## src/hdl/upf_consts.vh

```
`ifndef UPF_CONSTS_VH
`define UPF_CONSTS_VH

// ----------------------------------------------------------------------
// Register offsets (byte addresses on the APB side)
// ----------------------------------------------------------------------
`define UPF_OFS_CONFIG      8'h00
`define UPF_OFS_STATUS      8'h04

// ----------------------------------------------------------------------
// Configuration register fields
// ----------------------------------------------------------------------
`define UPF_CFG_WAKE_EN     0
`define UPF_CFG_PULL_LOW    1
`define UPF_CFG_AUX_A_LSB   8
`define UPF_CFG_AUX_B_LSB   12
`define UPF_AUX_W           4
`define UPF_CFG_RESET       32'h0000_0000

// ----------------------------------------------------------------------
// Status register fields
// ----------------------------------------------------------------------
`define UPF_ST_RX_AVAIL     0
`define UPF_ST_TX_SPACE     1
`define UPF_ST_SUSPENDED    2
`define UPF_ST_OVERRUN      3
`define UPF_ST_UNDERRUN     4
`define UPF_ST_CNT_LSB      16

// ----------------------------------------------------------------------
// Timing
// ----------------------------------------------------------------------
`define UPF_CLK_MHZ         125
`define UPF_WAKE_HOLD_MS    20
`define UPF_WAKE_HOLD_CYC   (`UPF_WAKE_HOLD_MS * `UPF_CLK_MHZ * 1000)

`endif

```

## src/hdl/upf_port.v

```verilog
// Overview of operation
// - Read strobe low drives the receive byte out, else the bus is free.
// - Each read strobe fall fetches the next receive byte, if one is held.
// - Each write strobe fall puts the data bus byte into the transmit buffer, if it has room.
// - Space output is low while a byte can be taken; writes only then.
// - Receive flag is low while data is held; reads only then.
// - During reset both status outputs are released to high impedance.
// - Wakeup enabled and supply switch at 1 turn the receive flag to input.
// - That pin held low for at least 20 ms in suspend requests resume.
// - Send-now asserted while active flushes pending transmit data at once.
// - Send-now asserted while suspended requests resume signalling.
// - The active-low reset input resets the port; high is not asserted.
// - With pull-low set, input-mode pins are pulled low during suspend.
// - The two auxiliary pin functions come from configuration settings.
//
// Register access over APB and the register offsets were left to the implementer.
`timescale 1ns/1ps
`include "upf_consts.vh"

module upf_port #(
  parameter RX_AW         = 4,
  parameter WAKE_HOLD_CYC = `UPF_WAKE_HOLD_CYC
) (
  input  wire        REF_CLK,
  input  wire        RSTN,
  // APB slave
  input  wire        PSEL,
  input  wire        PENABLE,
  input  wire        PWRITE,
  input  wire [7:0]  PADDR,
  input  wire [31:0] PWDATA,
  output wire [31:0] PRDATA,
  output wire        PREADY,
  output wire        PSLVERR,
  // Parallel FIFO pins
  input  wire [7:0]  FIFO_DATA_BUS_I,
  output wire [7:0]  FIFO_DATA_BUS_O,
  output wire        FIFO_DATA_BUS_OE,
  input  wire        RD_N,
  input  wire        WR,
  output wire        TX_SPACE_N_O,
  output wire        TX_SPACE_N_OE,
  input  wire        RX_AVAIL_N_I,
  output wire        RX_AVAIL_N_O,
  output wire        RX_AVAIL_N_OE,
  input  wire        SEND_NOW_WAKE_N,
  input  wire        SUPPLY_SWITCH_N,
  output wire        INPUT_PULL_LOW,
  output wire [3:0]  AUX_CFG_PIN_A_FUNC,
  output wire [3:0]  AUX_CFG_PIN_B_FUNC,
  // USB engine side
  input  wire        RX_IN_VALID,
  output wire        RX_IN_READY,
  input  wire [7:0]  RX_IN_DATA,
  output wire        TX_OUT_VALID,
  input  wire        TX_OUT_READY,
  output wire [7:0]  TX_OUT_DATA,
  output wire        TX_FLUSH,
  output wire        RESUME_REQ
);

  localparam RX_DEPTH = 1 << RX_AW;

  // Wake detector states, one-hot
  localparam [2:0] WK_IDLE = 3'h1;
  localparam [2:0] WK_HOLD = 3'h2;
  localparam [2:0] WK_DONE = 3'h4;

  // --------------------------------------------------------------------
  // Declarations
  // --------------------------------------------------------------------
  reg  [31:0]      cfg_q;
  reg              overrun_q;
  reg              underrun_q;
  reg              oe_en_q;
  reg  [7:0]       rd_byte_q;
  reg  [7:0]       wr_pipe1_q;
  reg  [7:0]       wr_pipe2_q;
  reg  [7:0]       rx_mem_q [0:RX_DEPTH-1];
  reg  [RX_AW-1:0] rx_wp_q;
  reg  [RX_AW-1:0] rx_rp_q;
  reg  [RX_AW:0]   rx_cnt_q;
  reg  [2:0]       wk_state_q;
  reg  [2:0]       wk_state_d;
  reg  [31:0]      wk_cnt_q;
  reg              flush_q;
  reg              resume_q;
  reg  [31:0]      rdata;
  wire [3:0]       sync_level;
  wire [3:0]       sync_fall;
  wire             rd_low;
  wire             rd_fall;
  wire             wr_fall;
  wire             send_now_fall;
  wire             pin_wake_low;
  wire             suspended;
  wire             wake_pin_input;
  wire             rx_empty;
  wire             rx_full;
  wire             rx_push;
  wire             rx_pop;
  wire             tx_in_ready;
  wire             tx_push;
  wire             apb_wr;
  wire             addr_ok;

  // --------------------------------------------------------------------
  // Strobe and pin synchronisers
  // --------------------------------------------------------------------
  // Bit 0 read strobe, 1 write strobe, 2 send-now, 3 wake pin
  upf_edge_sync #(
    .W       (4),
    .RST_VAL (4'hd)
  ) u_sync (
    .clk      (REF_CLK),
    .rstn     (RSTN),
    .async_in ({RX_AVAIL_N_I, SEND_NOW_WAKE_N, WR, RD_N}),
    .level    (sync_level),
    .fall     (sync_fall)
  );

  assign rd_low       = ~sync_level[0];
  assign rd_fall      = sync_fall[0];
  assign wr_fall      = sync_fall[1];
  assign send_now_fall = sync_fall[2];
  assign pin_wake_low = ~sync_level[3];

  // Supply switch output reading 1 means USB is suspended
  assign suspended      = SUPPLY_SWITCH_N;
  assign wake_pin_input = cfg_q[`UPF_CFG_WAKE_EN] & suspended;

  // --------------------------------------------------------------------
  // Output enables
  // --------------------------------------------------------------------
  // Released by reset, taken up on the first edge after release
  always @(posedge REF_CLK or negedge RSTN) begin
    if (!RSTN) begin
      oe_en_q <= 1'b0;
    end else begin
      oe_en_q <= 1'b1;
    end
  end

  assign TX_SPACE_N_OE    = oe_en_q;
  assign RX_AVAIL_N_OE    = oe_en_q & ~wake_pin_input;
  assign TX_SPACE_N_O     = ~tx_in_ready;
  assign RX_AVAIL_N_O     = rx_empty;
  // Uses the synced strobe, so the bus turns on two edges after the fall
  assign FIFO_DATA_BUS_OE = oe_en_q & rd_low;
  assign FIFO_DATA_BUS_O  = rd_byte_q;

  // --------------------------------------------------------------------
  // Receive FIFO
  // --------------------------------------------------------------------
  assign rx_empty    = (rx_cnt_q == {(RX_AW+1){1'b0}});
  assign rx_full     = rx_cnt_q[RX_AW];
  assign RX_IN_READY = ~rx_full;
  assign rx_push     = RX_IN_VALID & ~rx_full;
  assign rx_pop      = rd_fall & ~rx_empty;

  // Storage itself is not reset; the count guards every read
  always @(posedge REF_CLK) begin
    if (rx_push) begin
      rx_mem_q[rx_wp_q] <= RX_IN_DATA;
    end
  end

  // Pointers, occupancy and the byte shown on the bus
  always @(posedge REF_CLK or negedge RSTN) begin
    if (!RSTN) begin
      rx_wp_q   <= {RX_AW{1'b0}};
      rx_rp_q   <= {RX_AW{1'b0}};
      rx_cnt_q  <= {(RX_AW+1){1'b0}};
      rd_byte_q <= 8'h00;
    end else begin
      if (rx_push) begin
        rx_wp_q <= rx_wp_q + {{(RX_AW-1){1'b0}}, 1'b1};
      end
      if (rx_pop) begin
        rx_rp_q   <= rx_rp_q + {{(RX_AW-1){1'b0}}, 1'b1};
        rd_byte_q <= rx_mem_q[rx_rp_q];
      end
      rx_cnt_q <= rx_cnt_q + {{RX_AW{1'b0}}, rx_push}
                           - {{RX_AW{1'b0}}, rx_pop};
    end
  end

  // --------------------------------------------------------------------
  // Transmit path
  // --------------------------------------------------------------------
  // Data is delayed as far as the write strobe so both line up
  always @(posedge REF_CLK or negedge RSTN) begin
    if (!RSTN) begin
      wr_pipe1_q <= 8'h00;
      wr_pipe2_q <= 8'h00;
    end else begin
      wr_pipe1_q <= FIFO_DATA_BUS_I;
      wr_pipe2_q <= wr_pipe1_q;
    end
  end

  assign tx_push = wr_fall;

  // A stalled USB engine fills this and raises the space output
  upf_fifo2 #(
    .W (8)
  ) u_tx_buf (
    .clk       (REF_CLK),
    .rstn      (RSTN),
    .in_valid  (tx_push),
    .in_ready  (tx_in_ready),
    .in_data   (wr_pipe2_q),
    .out_valid (TX_OUT_VALID),
    .out_ready (TX_OUT_READY),
    .out_data  (TX_OUT_DATA)
  );

  // --------------------------------------------------------------------
  // Send-now and remote wakeup
  // --------------------------------------------------------------------
  // Wake pin held low while it is an input; timing starts over on release
  always @* begin
    wk_state_d = wk_state_q;
    case (wk_state_q)
      WK_IDLE: begin
        if (wake_pin_input && pin_wake_low) begin
          wk_state_d = WK_HOLD;
        end
      end
      WK_HOLD: begin
        if (!wake_pin_input || !pin_wake_low) begin
          wk_state_d = WK_IDLE;
        end else if (wk_cnt_q >= WAKE_HOLD_CYC - 1) begin
          wk_state_d = WK_DONE;
        end
      end
      WK_DONE: begin
        // One request per hold; wait for the pin to rise again
        if (!wake_pin_input || !pin_wake_low) begin
          wk_state_d = WK_IDLE;
        end
      end
      default: begin
        wk_state_d = WK_IDLE;
      end
    endcase
  end

  // Hold counter, state, and the one-cycle flush and resume pulses
  always @(posedge REF_CLK or negedge RSTN) begin
    if (!RSTN) begin
      wk_state_q <= WK_IDLE;
      wk_cnt_q   <= 32'h0000_0000;
      flush_q    <= 1'b0;
      resume_q   <= 1'b0;
    end else begin
      wk_state_q <= wk_state_d;
      if (wk_state_q == WK_HOLD) begin
        wk_cnt_q <= wk_cnt_q + 32'h0000_0001;
      end else begin
        wk_cnt_q <= 32'h0000_0000;
      end
      flush_q  <= send_now_fall & ~suspended;
      resume_q <= (send_now_fall & suspended)
                | (wk_state_q == WK_HOLD && wk_state_d == WK_DONE);
    end
  end

  assign TX_FLUSH   = flush_q;
  assign RESUME_REQ = resume_q;

  // --------------------------------------------------------------------
  // Pin options
  // --------------------------------------------------------------------
  assign INPUT_PULL_LOW     = cfg_q[`UPF_CFG_PULL_LOW] & suspended;
  assign AUX_CFG_PIN_A_FUNC = cfg_q[`UPF_CFG_AUX_A_LSB +: `UPF_AUX_W];
  assign AUX_CFG_PIN_B_FUNC = cfg_q[`UPF_CFG_AUX_B_LSB +: `UPF_AUX_W];

  // --------------------------------------------------------------------
  // APB slave
  // --------------------------------------------------------------------
  // Zero wait states; unmapped addresses answer with an error
  assign addr_ok = (PADDR == `UPF_OFS_CONFIG) || (PADDR == `UPF_OFS_STATUS);
  assign apb_wr  = PSEL & PENABLE & PWRITE;
  assign PREADY  = 1'b1;
  assign PSLVERR = PSEL & PENABLE & ~addr_ok;
  assign PRDATA  = rdata;

  // Configuration and sticky error flags; a new event beats the clear
  always @(posedge REF_CLK or negedge RSTN) begin
    if (!RSTN) begin
      cfg_q      <= `UPF_CFG_RESET;
      overrun_q  <= 1'b0;
      underrun_q <= 1'b0;
    end else begin
      if (apb_wr && PADDR == `UPF_OFS_CONFIG) begin
        cfg_q <= PWDATA & 32'h0000_ff03;
      end
      if (wr_fall && !tx_in_ready) begin
        overrun_q <= 1'b1; // Write while full is dropped
      end else if (apb_wr && PADDR == `UPF_OFS_STATUS &&
                   PWDATA[`UPF_ST_OVERRUN]) begin
        overrun_q <= 1'b0;
      end
      if (rd_fall && rx_empty) begin
        underrun_q <= 1'b1; // Read while empty leaves the byte alone
      end else if (apb_wr && PADDR == `UPF_OFS_STATUS &&
                   PWDATA[`UPF_ST_UNDERRUN]) begin
        underrun_q <= 1'b0;
      end
    end
  end

  // Read data mux
  always @* begin
    rdata = 32'h0000_0000;
    if (PADDR == `UPF_OFS_CONFIG) begin
      rdata = cfg_q;
    end else if (PADDR == `UPF_OFS_STATUS) begin
      rdata[`UPF_ST_RX_AVAIL]  = ~rx_empty;
      rdata[`UPF_ST_TX_SPACE]  = tx_in_ready;
      rdata[`UPF_ST_SUSPENDED] = suspended;
      rdata[`UPF_ST_OVERRUN]   = overrun_q;
      rdata[`UPF_ST_UNDERRUN]  = underrun_q;
      rdata[`UPF_ST_CNT_LSB +: RX_AW+1] = rx_cnt_q;
    end
  end

endmodule // upf_port

```

## src/hdl/upf_edge_sync.v

```verilog
`timescale 1ns/1ps
// ----------------------------------------------------------------------
// Two-flop synchroniser with falling-edge detect, one lane per bit
// ----------------------------------------------------------------------
module upf_edge_sync #(
  parameter         W       = 1,
  parameter [W-1:0] RST_VAL = {W{1'b1}}
) (
  input  wire         clk,
  input  wire         rstn,
  input  wire [W-1:0] async_in,
  output wire [W-1:0] level,
  output wire [W-1:0] fall
);

  genvar i;
  generate
    for (i = 0; i < W; i = i + 1) begin : g_lane
      reg meta_q;
      reg sync_q;
      reg prev_q;

      // First stage feeds only the second; edge logic looks at later ones
      always @(posedge clk or negedge rstn) begin
        if (!rstn) begin
          meta_q <= RST_VAL[i];
          sync_q <= RST_VAL[i];
          prev_q <= RST_VAL[i];
        end else begin
          meta_q <= async_in[i];
          sync_q <= meta_q;
          prev_q <= sync_q;
        end
      end

      assign level[i] = sync_q;
      assign fall[i]  = prev_q & ~sync_q;
    end
  endgenerate

endmodule // upf_edge_sync

```

## src/hdl/upf_fifo2.v

```verilog
`timescale 1ns/1ps
// ----------------------------------------------------------------------
// Two-entry buffer with valid/ready on both sides
// ----------------------------------------------------------------------
module upf_fifo2 #(
  parameter W = 8
) (
  input  wire         clk,
  input  wire         rstn,
  input  wire         in_valid,
  output wire         in_ready,
  input  wire [W-1:0] in_data,
  output wire         out_valid,
  input  wire         out_ready,
  output wire [W-1:0] out_data
);

  reg [W-1:0] mem_q [0:1];
  reg         wp_q;
  reg         rp_q;
  reg [1:0]   cnt_q;
  wire        push;
  wire        pop;

  assign in_ready  = (cnt_q != 2'h2);
  assign out_valid = (cnt_q != 2'h0);
  assign out_data  = mem_q[rp_q];
  assign push      = in_valid & in_ready;
  assign pop       = out_valid & out_ready;

  // Storage needs no reset; occupancy guards every read
  always @(posedge clk) begin
    if (push) begin
      mem_q[wp_q] <= in_data;
    end
  end

  // Pointers and occupancy
  always @(posedge clk or negedge rstn) begin
    if (!rstn) begin
      wp_q  <= 1'b0;
      rp_q  <= 1'b0;
      cnt_q <= 2'h0;
    end else begin
      if (push) begin
        wp_q <= ~wp_q;
      end
      if (pop) begin
        rp_q <= ~rp_q;
      end
      cnt_q <= cnt_q + {1'b0, push} - {1'b0, pop};
    end
  end

endmodule // upf_fifo2

```

## config.mk

```make
export PLATFORM = sky130hd
export DESIGN_NAME = upf_port
export DESIGN_NICKNAME = d
export VERILOG_FILES = /design/src/hdl/upf_port.v /design/src/hdl/upf_edge_sync.v /design/src/hdl/upf_fifo2.v
export VERILOG_INCLUDE_DIRS = /design/src /design/src/hdl
export SDC_FILE = /design/constraint.sdc
export NUM_CORES = 1
export LEC_CHECK = 0
export ABC_AREA = 1
export BUFFER_PORTS_ARGS = -buffer_cell sky130_fd_sc_hd__buf_4
export CAP_MARGIN = 20
export CORE_MARGIN = 10
export CORE_UTILIZATION = 35
export CTS_BUF_LIST = sky130_fd_sc_hd__clkbuf_8
export CTS_CLUSTER_DIAMETER = 150
export CTS_CLUSTER_SIZE = 28
export DETAILED_ROUTE_END_ITERATION = 16
export GPL_TIMING_DRIVEN = 0
export SLEW_MARGIN = 20
export SYNTH_ARGS = -nofsm -noshare
export SYNTH_HDL_FRONTEND = slang
export SYNTH_SLANG_ARGS = --single-unit
```

## constraint.sdc

```tcl
create_clock -name REF_CLK -period 5.3 [get_ports REF_CLK]
set_input_delay 1.06 -clock REF_CLK [delete_from_list [all_inputs] [get_ports REF_CLK]]
set_output_delay 1.06 -clock REF_CLK [all_outputs]
set_load 0.05 [all_outputs]
```

==> metrics.txt <==
# TYPE chip_impl_metric gauge
chip_impl_info{name="yosys_most_used_dff",value="sky130_fd_sc_hd__edfxtp_1"} 1
chip_impl_metric{name="gpl.final_weighted_congestion",unit=""} 0.8918
chip_impl_metric{name="slew_violations",unit=""} 0
chip_impl_metric{name="power_frac_clock",unit="%"} 15.8
chip_impl_metric{name="dr_vias_cell",unit=""} 4.674
chip_impl_metric{name="drtAntennaViolNets",unit=""} 0
chip_impl_metric{name="first_pass_iters",unit=""} 5
chip_impl_metric{name="cellInternalPower",unit="mW"} 3.032
chip_impl_metric{name="syn-cell-area",unit="um2"} 10630
chip_impl_info{name="run_status",value="finished clean"} 1
chip_impl_metric{name="power_per_cell_area",unit="nW/um2"} 410.6
chip_impl_metric{name="synthArstFlopShare",unit="%"} 41.46
chip_impl_metric{name="hpwlAfterDp",unit="um"} 18210
chip_impl_metric{name="fin_worst_skew",unit="ps"} 32.39
chip_impl_metric{name="layout_min_cycle_time",unit="ps"} 3526
chip_impl_metric{name="worst_endpoint_required_time",unit="ps"} 4240
chip_impl_info{name="crit_path_start",value="PADDR[1]"} 1
chip_impl_metric{name="grt_pass1_vias",unit=""} 7097
chip_impl_metric{name="insertedDiodeCount",unit=""} 0
chip_impl_metric{name="p_comb_share",unit="%"} 37.7
chip_impl_info{name="hold_path.class",value="reg -> reg"} 1
chip_impl_metric{name="critical_path.max_fanout",unit=""} 10
chip_impl_info{name="hold_start",value="wr_pipe1_q[4]$_DFF_PN0_"} 1
chip_impl_metric{name="cp.buffers_inverters",unit=""} 3
chip_impl_metric{name="yosys_warnings",unit=""} 0
chip_impl_metric{name="grt.overflow.total",unit=""} 0
chip_impl_info{name="crit_path_cell_trace",value="buf_4 > nor2_1 > nand3b_1 > nor2_1 > clkinv_1 > o21ai_0 > buf_4"} 1
chip_impl_metric{name="finalCritPeriodShare",unit="%"} 66.52
chip_impl_metric{name="io_buffer_count",unit=""} 100
chip_impl_metric{name="clock_tree.buffer_depth",unit=""} 3
chip_impl_metric{name="clock_tree.htree_level_count",unit=""} 1
chip_impl_metric{name="synthToLayoutAreaGrowth",unit="%"} 14.15
chip_impl_metric{name="yosys_register_bits",unit=""} 246
chip_impl_metric{name="drive_above_1_share",unit="%"} 17.30
chip_impl_metric{name="io_pins",unit=""} 136
chip_impl_metric{name="fmaxAchievable",unit="MHz"} 283.6
chip_impl_info{name="crit_slowest_cell",value="sky130_fd_sc_hd__clkinv_1"} 1
chip_impl_metric{name="core_area",unit="um2"} 29800
chip_impl_info{name="layout.cells.most_common_list",value="sky130_fd_sc_hd__nor2_1, sky130_fd_sc_hd__edfxtp_1, sky130_fd_sc_hd__nand2_1, sky130_fd_sc_hd__buf_4, sky130_fd_sc_hd__dfrtp_1"} 1
chip_impl_metric{name="final.setup.tns",unit="ps"} 0
chip_impl_metric{name="clock_latency_of_the_later_clocked_register_in_the_worst_skew_pair",unit="ps"} 540
chip_impl_metric{name="ir_worst_vdd",unit="mV"} 0.1715
chip_impl_metric{name="clkSlewWorstSetupHoldPaths",unit="ps"} 160
chip_impl_info{name="critPathLaunchType",value="input port"} 1
chip_impl_info{name="cpLargestDelayFamily",value="buffers and inverters"} 1
chip_impl_metric{name="numClockSinks",unit=""} 246
chip_impl_metric{name="design.die.area",unit="um2"} 37750
chip_impl_metric{name="drv.max_cap_violation_count",unit=""} 0
chip_impl_metric{name="postSynthCellCount",unit=""} 999
chip_impl_info{name="critical_path.endpoint_type",value="primary output"} 1
chip_impl_metric{name="routedLengthMet1",unit="um"} 11170
chip_impl_metric{name="row_count",unit=""} 63
chip_impl_metric{name="critical-path-max-stage-delay",unit="ps"} 320
chip_impl_metric{name="static-leakage-power",unit="nW"} 4.952
chip_impl_metric{name="post-route-util",unit="%"} 40.74
chip_impl_metric{name="synth.distinct_cells",unit=""} 41
chip_impl_metric{name="detailroute.via_count",unit=""} 7118
chip_impl_metric{name="synth-edff-count",unit=""} 144
chip_impl_metric{name="postCtsHoldBufs",unit=""} 0
chip_impl_metric{name="power.switching_fraction",unit="%"} 39.17
chip_impl_metric{name="routed_wirelength",unit="um"} 25230
chip_impl_metric{name="critPathArrivalTime",unit="ps"} 2470
chip_impl_metric{name="postCtsSetupBuffers",unit=""} 0
chip_impl_metric{name="nets",unit=""} 1210
chip_impl_metric{name="cts_buffers",unit=""} 12
chip_impl_metric{name="all_layer_gr_usage",unit="%"} 12.90
chip_impl_info{name="startpoint_of_the_lowest_slack_register_to_register_path",value="rx_cnt_q[3]$_DFF_PN0_"} 1
chip_impl_metric{name="fp.dieW",unit="um"} 194.3
chip_impl_metric{name="part_of_the_total_power_dissipated_in_sequential_elements",unit="%"} 46.5
chip_impl_metric{name="remaining_drc_errors",unit=""} 0
chip_impl_metric{name="postSynthAreaPerCell",unit="um2"} 10.64
chip_impl_metric{name="post_cts_resized",unit=""} 0
chip_impl_info{name="timing_worst_setup_path_type",value="in -> out"} 1
chip_impl_metric{name="wire_per_inst",unit="um"} 16.56
chip_impl_metric{name="grt_start_max_net_pins",unit=""} 103
chip_impl_metric{name="setup_viol",unit=""} 0
chip_impl_metric{name="synth_sequential_area_ratio",unit="%"} 64.77
chip_impl_metric{name="power.net_switching",unit="mW"} 1.952
chip_impl_metric{name="worst_slew_pin_slew",unit="ps"} 974.4
chip_impl_metric{name="die_h",unit="um"} 194.3
chip_impl_info{name="highest-signal-layer",value="met4"} 1
chip_impl_metric{name="start_util",unit="%"} 35.69
chip_impl_info{name="mostFrequentLayoutCell",value="sky130_fd_sc_hd__nor2_1"} 1
chip_impl_metric{name="detailroute.wirelength.met2",unit="um"} 12470
chip_impl_metric{name="initial_antenna_violation_count",unit=""} 0
chip_impl_metric{name="first_pass_grt_wire_length",unit="um"} 39650
chip_impl_info{name="ctsRootBufferMaster",value="sky130_fd_sc_hd__clkbuf_8"} 1
chip_impl_metric{name="report.final.hold_viol_count",unit=""} 0
chip_impl_metric{name="route.met3.wl",unit="um"} 1029
chip_impl_info{name="tritoncts",value="built"} 1
chip_impl_metric{name="dr.first_iter.drc_count",unit=""} 518
chip_impl_info{name="unrepaired_setup_endpoints_after_global_routing",value="no"} 1
chip_impl_metric{name="timing.max_slew.rel_slack",unit="%"} 34.80
==> layout make-up <==
| type | count | area (um2) |
|---|---|---|
| buffer | 54 | 347.8 |
| clock buffer | 13 | 178.9 |
| clock inverter | 7 | 31.28 |
| fill | 2916 | 17660 |
| inverter | 82 | 307.8 |
| multi-input combinational | 631 | 3143 |
| sequential | 246 | 6888 |
| tap | 390 | 488.0 |
| timing repair buffer | 100 | 754.5 |
==> registers in the layout, indices dropped and copies added, names as in the netlist, 5 cells and up <==
signal / cells
rx_mem_q: 128
wr_pipe1_q: 8
wr_pipe2_q: 8
wk_cnt_q: 32
cfg_q: 10
u_tx_buf.mem_q: 16
rx_cnt_q: 5
FIFO_DATA_BUS_O: 8
==> power groups by stage <==
stage          clock network, mW  registers, mW  logic, mW
2_1_floorplan                  0           2.44       1.17
3_3_place_gp                   0           2.35       1.86
3_5_place_dp                   0           2.36       1.88
4_1_cts                    0.821           2.32       1.89
5_1_grt                    0.881           2.34       2.08
6_report                   0.789           2.32       1.88
==> stage by stage <==
| step | hold slack, ps | setup WS, ps | std cells | instance area [um2] | power [mW] |
|---|---|---|---|---|---|
| after global routing | 378.0 | 1571 | 1523 | 12140 | 5.293 |
| final | 352.1 | 1774 | 1523 | 12140 | 4.984 |
| after global placement | 331.5 | 1766 | 1503 | 11930 | 4.210 |
| after detailed placement | 335.8 | 1759 | 1503 | 11930 | 4.244 |
| after CTS | 362.9 | 1767 | 1523 | 12140 | 5.029 |
| after floorplan | 331.2 | 1406 | 1013 | 10690 | 3.611 |
==> routing by layer <==
metal | vias to the layer above | track usage (%)
met4 | 0 | 3.578
met5 | - | 0
met3 | 32 | 1.996
met1 | 3408 | 16.41
met2 | 133 | 22.23
li1 | 3545 | -
==> final timing paths <==
kind | endpoint | slack [ps] | cells past startpoint
setup reg to reg | rx_cnt_q[4]$_DFF_PN0_ | 2610 | 13
setup / recovery | PRDATA[1] | 1770 | 7
hold / removal | wr_pipe2_q[4]$_DFF_PN0_ | 350 | 0
min in group asynchronous | rx_wp_q[0]$_DFFE_PN0P_ | 590 | 1
max in group asynchronous | wr_pipe2_q[5]$_DFF_PN0_ | 4020 | 1
hold reg to reg | wr_pipe2_q[4]$_DFF_PN0_ | 350 | 0
==> cell usage after synthesis, types with 2 or more instances <==
master | n | share of area (%)
sky130_fd_sc_hd__nor2_2 | 6 | 0.35
sky130_fd_sc_hd__xor2_1 | 21 | 1.7
sky130_fd_sc_hd__nand3b_1 | 2 | 0.14
sky130_fd_sc_hd__nor3_2 | 4 | 0.38
sky130_fd_sc_hd__nand2_2 | 4 | 0.24
sky130_fd_sc_hd__dfrtp_1 | 93 | 22
sky130_fd_sc_hd__buf_2 | 11 | 0.52
sky130_fd_sc_hd__clkinv_1 | 4 | 0.14
sky130_fd_sc_hd__inv_1 | 68 | 2.4
sky130_fd_sc_hd__a21oi_1 | 22 | 1.0
sky130_fd_sc_hd__xnor2_1 | 7 | 0.58
sky130_fd_sc_hd__nand3_1 | 39 | 1.8
sky130_fd_sc_hd__a32o_1 | 2 | 0.19
sky130_fd_sc_hd__nor2_1 | 209 | 7.4
sky130_fd_sc_hd__o21ai_1 | 10 | 0.47
sky130_fd_sc_hd__nand4_1 | 10 | 0.59
sky130_fd_sc_hd__o21ai_0 | 66 | 3.1
sky130_fd_sc_hd__clkbuf_1 | 12 | 0.42
sky130_fd_sc_hd__buf_4 | 27 | 1.9
sky130_fd_sc_hd__o211ai_1 | 32 | 2.3
sky130_fd_sc_hd__inv_2 | 10 | 0.35
sky130_fd_sc_hd__conb_1 | 2 | 0.071
sky130_fd_sc_hd__dfstp_2 | 9 | 2.2
sky130_fd_sc_hd__o21a_1 | 2 | 0.14
sky130_fd_sc_hd__edfxtp_1 | 144 | 41
sky130_fd_sc_hd__nor2_4 | 2 | 0.21
sky130_fd_sc_hd__buf_6 | 4 | 0.42
sky130_fd_sc_hd__nand2_1 | 140 | 4.9
sky130_fd_sc_hd__ha_1 | 14 | 1.6
sky130_fd_sc_hd__nor3_1 | 12 | 0.56
==> kinds of logic after synthesis <==
family | count (synthesis) | synth area share (%)
AND/OR/NAND/NOR | 434 | 17.35
flip-flops | 246 | 64.77
AO/OA/AOI/OAI | 137 | 7.389
buffers and inverters | 136 | 6.165
XOR/XNOR | 28 | 2.306
adder cells (fa/ha/maj) | 15 | 1.836
other | 2 | 0.07062
multiplexers | 1 | 0.1059
Power figures use the tool's default switching activity.
